<file path="src/hdl/pdr_regs.vh">
`ifndef PDR_REGS_VH
`define PDR_REGS_VH
// Register index and byte address
`define PDR_IDX_PWM_CTRL     8'h12
`define PDR_ADDR_PWM_CTRL    10'h048
`define PDR_IDX_RAMP_CTRL    8'h13
`define PDR_ADDR_RAMP_CTRL   10'h04c
`define PDR_IDX_STATUS       8'h14
`define PDR_ADDR_STATUS      10'h050
// Control fields
`define PDR_RATE_HI          7
`define PDR_RATE_LO          6
`define PDR_HYST_HI          4
`define PDR_HYST_LO          2
`define PDR_PWM_EN_BIT       0
`define PDR_MODE_HI          2
`define PDR_MODE_LO          1
`define PDR_MODE_PWM         2'h1
`define PDR_RAMP_HI          7
`define PDR_RAMP_LO          5
// Reset values
`define PDR_PWM_CTRL_RST     8'h01
`define PDR_RAMP_CTRL_RST    8'h02
// Sample clock dividers from 100 MHz (800 kHz, 4 MHz, 25 MHz)
`define PDR_DIV_800K         8'h7d
`define PDR_DIV_4M           8'h19
`define PDR_DIV_24M          8'h04
// Timeout times in us and derived cycles at 100 MHz
`define PDR_TO_800K_US       25000
`define PDR_TO_4M_US         3000
`define PDR_TO_24M_US        600
`define PDR_CLK_MHZ          100
`define PDR_TO_800K_CYC      (`PDR_TO_800K_US * `PDR_CLK_MHZ)
`define PDR_TO_4M_CYC        (`PDR_TO_4M_US * `PDR_CLK_MHZ)
`define PDR_TO_24M_CYC       (`PDR_TO_24M_US * `PDR_CLK_MHZ)
// Step response 2 ms over 2047 codes: about 97 cycles (just under 1 us) per code
`define PDR_STEP_US          2000
`define PDR_STEP_CYC         ((`PDR_STEP_US * `PDR_CLK_MHZ) / 2047)
// Code width and full scale
`define PDR_CODE_W           11
`define PDR_CODE_MAX         11'h7ff
`endif

</file>
<file path="src/hdl/pdr_ramper.v">
`include "pdr_regs.vh"
module pdr_ramper #(
   parameter STEP_CYC = `PDR_STEP_CYC
) (
   // Clock and reset
   input  wire        clk,
   input  wire        nrst,
   // Control
   input  wire [2:0]  rate_sel,
   input  wire [10:0] target,
   // Ramped code
   output reg  [10:0] code
);
   reg  [31:0] cnt;
   wire [31:0] dwell;
   assign dwell = (STEP_CYC << rate_sel) - 32'h1;

   always @(posedge clk) begin
      if (!nrst) begin
         cnt  <= 32'h0;
         code <= 11'h000;
      end else if (code == target) begin
         cnt <= 32'h0;
      end else if (cnt >= dwell) begin
         cnt <= 32'h0;
         if (target > code)
            code <= code + 11'h001;
         else
            code <= code - 11'h001;
      end else begin
         cnt <= cnt + 32'h1;
      end
   end
endmodule

</file>
<file path="src/hdl/pdr_top.v">
// Behaviour
// - Sample PWM, duty to 11-bit code
// - Bits 7:6 select sample rate
// - Resolution limited by samples per period
// - Hysteresis 2^n codes, bits 4:2 (code caps n at 6, so n=7 gives 64)
// - Hysteresis only on direction reversal
// - Full-scale step in about 2 ms
// - No pulse in timeout: boost off
// - Timeout depends on sample rate
// - Eight programmable ramp rates
// - Ramp one code per step
// - Mode 01 uses PWM code only
// - Code zero gives zero current
//
// The implementer's own choice: register access over Avalon-MM.
`include "pdr_regs.vh"
module pdr_top #(
   parameter TO_800K = `PDR_TO_800K_CYC,
   parameter TO_4M   = `PDR_TO_4M_CYC,
   parameter TO_24M  = `PDR_TO_24M_CYC,
   parameter STEP_CYC = `PDR_STEP_CYC
) (
   // Clock and reset
   input  wire        clk,
   input  wire        nrst,
   // Avalon-MM slave
   input  wire [9:0]  avs_address,
   input  wire        avs_read,
   input  wire        avs_write,
   input  wire [31:0] avs_writedata,
   input  wire [3:0]  avs_byteenable,
   output reg  [31:0] avs_readdata,
   output reg         avs_waitrequest,
   // PWM input
   input  wire        pwm_in,
   // Outputs
   output reg  [10:0] brightness_code,
   output reg         led_on,
   output reg         boost_en
);
   reg  [7:0]  pwm_ctrl;
   reg  [7:0]  ramp_ctrl;
   reg  [7:0]  div_cnt;
   reg  [7:0]  div_max;
   reg         samp_en;
   reg         pwm_q;
   reg  [21:0] hi_acc;
   reg  [21:0] per_acc;
   reg  [10:0] duty;
   reg         duty_vld;
   reg  [10:0] held;
   reg         dir_up;
   reg  [31:0] to_cnt;
   reg  [31:0] to_max;
   reg         timed_out;
   reg  [2:0]  hyst;
   reg  [11:0] hyst_amt;
   reg  [10:0] target;
   reg  [31:0] next_quot;
   wire [10:0] ramp_code;
   wire        acc;
   wire        rise;
   wire        pwm_en;

   assign acc    = avs_read | avs_write;
   assign rise   = pwm_in & ~pwm_q;
   assign pwm_en = pwm_ctrl[`PDR_PWM_EN_BIT];

   // Bus slave: one wait cycle, then answer
   always @(posedge clk) begin
      if (!nrst) begin
         avs_waitrequest <= 1'b1;
         avs_readdata    <= 32'h0;
         pwm_ctrl        <= `PDR_PWM_CTRL_RST;
         ramp_ctrl       <= `PDR_RAMP_CTRL_RST;
      end else begin
         avs_waitrequest <= ~(acc & avs_waitrequest);
         if (acc & avs_waitrequest) begin
            avs_readdata <= 32'h0;
            if (avs_write & avs_byteenable[0]) begin
               if (avs_address == `PDR_ADDR_PWM_CTRL)
                  pwm_ctrl <= avs_writedata[7:0];
               if (avs_address == `PDR_ADDR_RAMP_CTRL)
                  ramp_ctrl <= avs_writedata[7:0];
            end
            if (avs_read) begin
               case (avs_address)
                  `PDR_ADDR_PWM_CTRL:  avs_readdata <= {24'h0, pwm_ctrl};
                  `PDR_ADDR_RAMP_CTRL: avs_readdata <= {24'h0, ramp_ctrl};
                  `PDR_ADDR_STATUS:    avs_readdata <= {20'h0, timed_out, ramp_code};
                  default:             avs_readdata <= 32'h0;
               endcase
            end
         end
      end
   end

   always @* begin
      case (pwm_ctrl[`PDR_RATE_HI:`PDR_RATE_LO])
         2'h0:    begin div_max = `PDR_DIV_800K; to_max = TO_800K; end
         2'h1:    begin div_max = `PDR_DIV_4M;   to_max = TO_4M;   end
         default: begin div_max = `PDR_DIV_24M;  to_max = TO_24M;  end
      endcase
   end

   // Sample clock enable
   always @(posedge clk) begin
      if (!nrst) begin
         div_cnt <= 8'h00;
         samp_en <= 1'b0;
      end else if (div_cnt >= div_max - 8'h01) begin
         div_cnt <= 8'h00;
         samp_en <= 1'b1;
      end else begin
         div_cnt <= div_cnt + 8'h01;
         samp_en <= 1'b0;
      end
   end

   // duty measurement, resolution set by sample count
   always @(posedge clk) begin
      if (!nrst) begin
         pwm_q    <= 1'b0;
         hi_acc   <= 22'h0;
         per_acc  <= 22'h0;
         duty_vld <= 1'b0;
      end else begin
         duty_vld <= 1'b0;
         if (samp_en) begin
            pwm_q <= pwm_in;
            if (rise) begin
               // Rise sample is itself high
               hi_acc   <= 22'h1;
               per_acc  <= 22'h1;
               duty_vld <= (per_acc != 22'h0);
            end else if (per_acc != 22'h3fffff) begin
               per_acc <= per_acc + 22'h1;
               if (pwm_in)
                  hi_acc <= hi_acc + 22'h1;
            end
         end
      end
   end

   // Duty code: high samples scaled to 2047 full scale
   always @* begin
      next_quot = 32'h0;
      if (per_acc != 22'h0)
         next_quot = ({10'h0, hi_acc} * 32'd2047 + {10'h0, per_acc} - 32'h1) / {10'h0, per_acc};
      if (next_quot > 32'h7ff)
         next_quot = 32'h7ff;
   end

   always @* begin
      hyst = pwm_ctrl[`PDR_HYST_HI:`PDR_HYST_LO];
      if (hyst == 3'h7)
         hyst = 3'h6;
      hyst_amt = 12'h1 << hyst;
   end

   always @(posedge clk) begin
      if (!nrst) begin
         duty      <= 11'h0;
         held      <= 11'h0;
         dir_up    <= 1'b1;
         to_cnt    <= 32'h0;
         timed_out <= 1'b0;
      end else begin
         if (samp_en & rise & (per_acc != 22'h0))
            duty <= next_quot[10:0];
         // reversal needs threshold, same direction follows
         if (duty_vld) begin
            if (dir_up & (duty > held))
               held <= duty;
            else if (~dir_up & (duty < held))
               held <= duty;
            else if (dir_up & ({1'b0, held} >= {1'b0, duty} + hyst_amt)) begin
               held   <= duty;
               dir_up <= 1'b0;
            end else if (~dir_up & ({1'b0, duty} >= {1'b0, held} + hyst_amt)) begin
               held   <= duty;
               dir_up <= 1'b1;
            end
         end
         // timeout per rate, resume on pulse
         if (~pwm_en | (samp_en & rise)) begin
            to_cnt    <= 32'h0;
            timed_out <= 1'b0;
         end else if (to_cnt >= to_max - 32'h1) begin
            timed_out <= 1'b1;
         end else begin
            to_cnt <= to_cnt + 32'h1;
         end
      end
   end

   // PWM only drives target in mode 01
   always @* begin
      target = 11'h0;
      if (pwm_en & ~timed_out & (ramp_ctrl[`PDR_MODE_HI:`PDR_MODE_LO] == `PDR_MODE_PWM))
         target = held;
   end

   pdr_ramper #(
      .STEP_CYC (STEP_CYC)
   ) i_pdr_ramper (
      .clk      (clk),
      .nrst     (nrst),
      .rate_sel (ramp_ctrl[`PDR_RAMP_HI:`PDR_RAMP_LO]),
      .target   (target),
      .code     (ramp_code)
   );

   always @(posedge clk) begin
      if (!nrst) begin
         brightness_code <= 11'h0;
         led_on          <= 1'b0;
         boost_en        <= 1'b0;
      end else begin
         brightness_code <= ramp_code;
         led_on          <= (ramp_code != 11'h0);
         boost_en        <= pwm_en & ~timed_out & (ramp_code != 11'h0);
      end
   end
endmodule

</file>
<file path="config.mk">
export PLATFORM = sky130hd
export DESIGN_NAME = pdr_top
export DESIGN_NICKNAME = d
export VERILOG_FILES = /design/src/hdl/pdr_ramper.v /design/src/hdl/pdr_top.v
export VERILOG_INCLUDE_DIRS = /design/src /design/src/hdl
export SDC_FILE = /design/constraint.sdc
export NUM_CORES = 2
export LEC_CHECK = 0
export ABC_CLOCK_PERIOD_IN_PS = 145700
export BUFFER_PORTS_ARGS = -buffer_cell sky130_fd_sc_hd__buf_2
export CAP_MARGIN = 20
export CORE_MARGIN = 2
export CORE_UTILIZATION = 55
export DETAILED_ROUTE_END_ITERATION = 6
export PLACE_DENSITY = 0.75
export REMOVE_ABC_BUFFERS = 1
export SYNTH_ARGS = -nofsm -noshare
export SYNTH_HDL_FRONTEND = slang
export SYNTH_SLANG_ARGS = --single-unit
</file>
<file path="constraint.sdc">
create_clock -name clk -period 145.7 [get_ports clk]
set_input_delay 21.855 -clock clk [delete_from_list [all_inputs] [get_ports clk]]
set_output_delay 21.855 -clock clk [all_outputs]
set_load 0.05 [all_outputs]
</file>
==> results_dict.tcl <==
set metrics [dict create \
    status "finished, final reports clean" \
    async_flop_share_pct 0 \
    hold_ws_ns 0.492 \
    detail_route.first_pass.iterations 6 \
    core.rowCount 102 \
    rr_endpoint "duty[0]" \
    routabilityCongestion 0.945 \
    syn_area_mm2 0.0433 \
    syn_to_final_growth_pct 4.54 \
    post_cts.repair.setup_buffers 0 \
    final_antenna_net_count 0 \
    finalSetupViolations 0 \
    totalWireLength_um 117000 \
    synth_top_cell_by_area "ha_1" \
    worstMarginPinSlew_ns 1.12 \
    layout-drive-gt1-share_pct 6.89 \
    numCtsBuffers 17 \
    cp_common_cell "o21a_1" \
    cts_tree "built" \
    synth-seq-cells 196 \
    overflow 0 \
    maxSlewViolCount 0 \
    arrival_ns 99.48 \
    cp-end-kind "register" \
    synth_edf_count 0 \
    slowest_delay_ns 0.88 \
    post_drt_wl_per_cell_um 17.5 \
    grt_pass1_vias 38700 \
    slew_headroom_pct 25.1 \
    cts.reportedPaths.clkPinSlew_ns 0.09 \
    finalHoldViolCount 0 \
    reg2regPathDepth 379 \
    power_frac_seq_pct 48.1 \
    worstSetupStartpointType "register" \
    fin_crit_sh_pct 68.0 \
    floorplan.die.height_um 284 \
    p_comb_share_pct 3.3 \
    cts.sinks 196 \
    r2r_slack_ns 46.56 \
    fmaxAchievable_mhz 10.1 \
    pwr_density_cell_mw_per_mm2 2.48 \
    htree_levels 4 \
    regArea_mm2 0.00392 \
    core-area_mm2 0.0776 \
    rsz0062_at_grt "false" \
    hold_class "register to register" \
    holdBufCountCts 0 \
    clockPowerShare_pct 48.6 \
    leakage_nw 18.9 \
    cp_num_cells 379 \
    multiInputGateArea_mm2 0.0374 \
    worst-path-max-fanout 32 \
    finalInstanceArea_mm2 0.0452 \
    antenna_found_initial 0 \
    drv_cap 0 \
    swShare_pct 28.3 \
    final_common_cell "ha_1" \
    yosysSeqAreaShare_pct 9.07 \
    clockRootBuffer "clkbuf_16" \
    cts_resized 0 \
    cp.required_ns 146.04 \
    r2r_start "hi_acc[9]" \
    netlist.area_leader.share_pct 20.8 \
    via_per_inst 6.11 \
    io_buffers 49 \
    placed_cell_area_mm2 0.0446 \
    endpoint "duty[0]" \
    tns_ns 0 \
    initial_core_util_pct 55.7 \
    dieArea_mm2 0.0809 \
    critical-path-top-delay-family "compound AO/OA/AOI/OAI gates" \
    grt_pass1_wl_um 192000 \
    final_cell_mix "719 x ha_1, 624 x nor2_1, 429 x nand2_1, 387 x a21oi_1, 348 x inv_1" \
    synth_ff_type "dfxtp_1" \
    vias 40700 \
    fin_nets 6517 \
    drc 0 \
    clock_tree.buffer_depth 2 \
    syn_avg_cell_area_um2 7.70 \
    synth_area_leaders "ha_1 21%, dfxtp_1 9.1%, fa_1 6.5%, xnor2_1 5.6%, nor2_1 5.4%" \
    synth_cells 5620 \
    fillers 7199 \
    finalClockSkew_ns 0.0312 \
    crit_buf_inv 12 \
    grt_max_degree 67 \
    hpwlAfterDp_um 93800 \
    finalCriticalPeriod_ns 99.14 \
    cp_slowest_cell "a31oi_1" \
    gr-usage-all-layers_pct 28.3 \
    yosysWarnings 0 \
    cp-startpoint "hi_acc[9]" \
    p_int_mw 0.0802 \
    ys_types 122 \
    insertion_delay_ns 0.52 \
    path_class "register to register" \
    ios 97 \
    vdd_ir_drop_max_mv 0.00923 \
    die_w_um 284 \
    p_switching_mw 0.0317 \
    first_iter_violations 2765 \
]
==> metal layers <==
layer,GRT usage (%),vias up,routed length [um]
li1,-,20200,-
met1,37.4,19200,53400
met2,47.2,1066,52300
met3,3.23,241,6760
met4,10.3,0,4160
met5,0,-,0
==> final cells by class <==
class / count / share of cell area, %
inverter: 353 / 2.93
sequential: 196 / 8.68
antenna: 1 / 0.00553
tap: 1040 / 2.88
clock buffer: 17 / 0.941
multi-input combinational: 4940 / 82.7
clock inverter: 15 / 0.504
timing repair buffer: 99 / 1.37
==> power groups by stage <==
stage               Combinational [mW]  Clock [mW]  Sequential [mW]
finish                         0.00367      0.0544           0.0539
global route                   0.00391      0.0567           0.0539
CTS                            0.00365      0.0549           0.0539
detailed placement             0.00363           0           0.0551
global placement               0.00358           0           0.0551
floorplan                      0.00233           0           0.0552
==> cell families (layout without fill, tap and decap cells) <==
| group | after synthesis | after routing | share of synthesized area, % |
|---|---|---|---|
| XOR/XNOR | 458 | 458 | 9.27 |
| buffers and inverters | 505 | 484 | 4.74 |
| adder cells (fa/ha/maj) | 863 | 863 | 27.4 |
| multiplexers | 209 | 209 | 5.39 |
| flip-flops | 196 | 196 | 9.07 |
| other | 2 | 24 | 0.0174 |
| AO/OA/AOI/OAI | 1512 | 1512 | 23.4 |
| AND/OR/NAND/NOR | 1875 | 1875 | 20.7 |
==> worst min-delay path by stage <==
stage	startpoint	to	cells after the start	slack [ns]
6_report	i_pdr_ramper.cnt[0]	i_pdr_ramper.cnt[0]	1	0.49
5_1_grt	to_cnt[31]	to_cnt[31]	1	0.51
4_1_cts	to_cnt[31]	to_cnt[31]	1	0.49
3_5_place_dp	to_cnt[31]	to_cnt[31]	1	0.47
3_3_place_gp	i_pdr_ramper.cnt[0]	i_pdr_ramper.cnt[0]	1	0.47
2_1_floorplan	i_pdr_ramper.cnt[0]	i_pdr_ramper.cnt[0]	1	0.44
==> worst reg2reg max path: cells and delay by family, from the launching register on <==
kind / cells / cell delay (ns)
and+or+nand+nor: 93 / 23.21
xor gates and xnor gates: 1 / 0.27
adders and majority gates: 38 / 12.96
buffers and inverters: 12 / 2.42
AOI/OAI and AO/OA: 228 / 57.01
DFF: 1 / 0.42
muxes: 7 / 2.70
==> flip-flops by register name, summed over array words and instances, names as in the netlist, 8 cells and up <==
signal,flops
per_acc,22
ramp_ctrl,8
i_pdr_ramper.code,11
avs_readdata,12
to_cnt,32
held,11
hi_acc,22
pwm_ctrl,8
duty,11
i_pdr_ramper.cnt,32
brightness_code,11
div_cnt,8
==> synthesized netlist by cell type (11+ instances only) <==
| cell | number |
|---|---|
| mux2_4 | 11 |
| and2_1 | 68 |
| fa_1 | 140 |
| nand2b_1 | 67 |
| nor2b_1 | 89 |
| buf_4 | 25 |
| nand2_1 | 429 |
| ha_1 | 719 |
| o22ai_1 | 13 |
| and3_1 | 69 |
| a21o_1 | 175 |
| o211a_1 | 12 |
| nand3_1 | 133 |
| a31oi_1 | 51 |
| buf_2 | 11 |
| o21ai_0 | 259 |
| xnor2_1 | 275 |
| o31ai_1 | 59 |
| a21boi_0 | 26 |
| or3_1 | 44 |
| nand4_1 | 57 |
| a211oi_1 | 34 |
| nor3b_1 | 12 |
| xor2_1 | 183 |
| nor2_1 | 624 |
| and4_1 | 12 |
| inv_1 | 351 |
| or2_2 | 33 |
| o21a_1 | 176 |
| a21oi_1 | 388 |
| nor4_1 | 20 |
| dfxtp_1 | 196 |
| mux2_2 | 137 |
| o211ai_1 | 45 |
| buf_1 | 12 |
| mux2i_1 | 52 |
| o21bai_1 | 41 |
| nor3_1 | 161 |
| a22oi_1 | 17 |
| o21ai_1 | 18 |
| a211o_1 | 19 |
| clkbuf_1 | 98 |
==> per-stage QoR <==
| stage | util [%] | worst slack [ns] | instances | total power [mW] |
|---|---|---|---|---|
| after global routing | 58.3 | 38.71 | 6660 | 0.115 |
| final | 58.3 | 46.56 | 6661 | 0.112 |
| after CTS | 58.3 | 47.89 | 6660 | 0.112 |
| after detailed placement | 57.4 | 48.19 | 6628 | 0.0588 |
| after floorplan | - | 59.41 | 5489 | 0.0575 |
| after global placement | 57.4 | 49.37 | 6627 | 0.0587 |
Note: power is estimated with default switching activity, not from simulation.
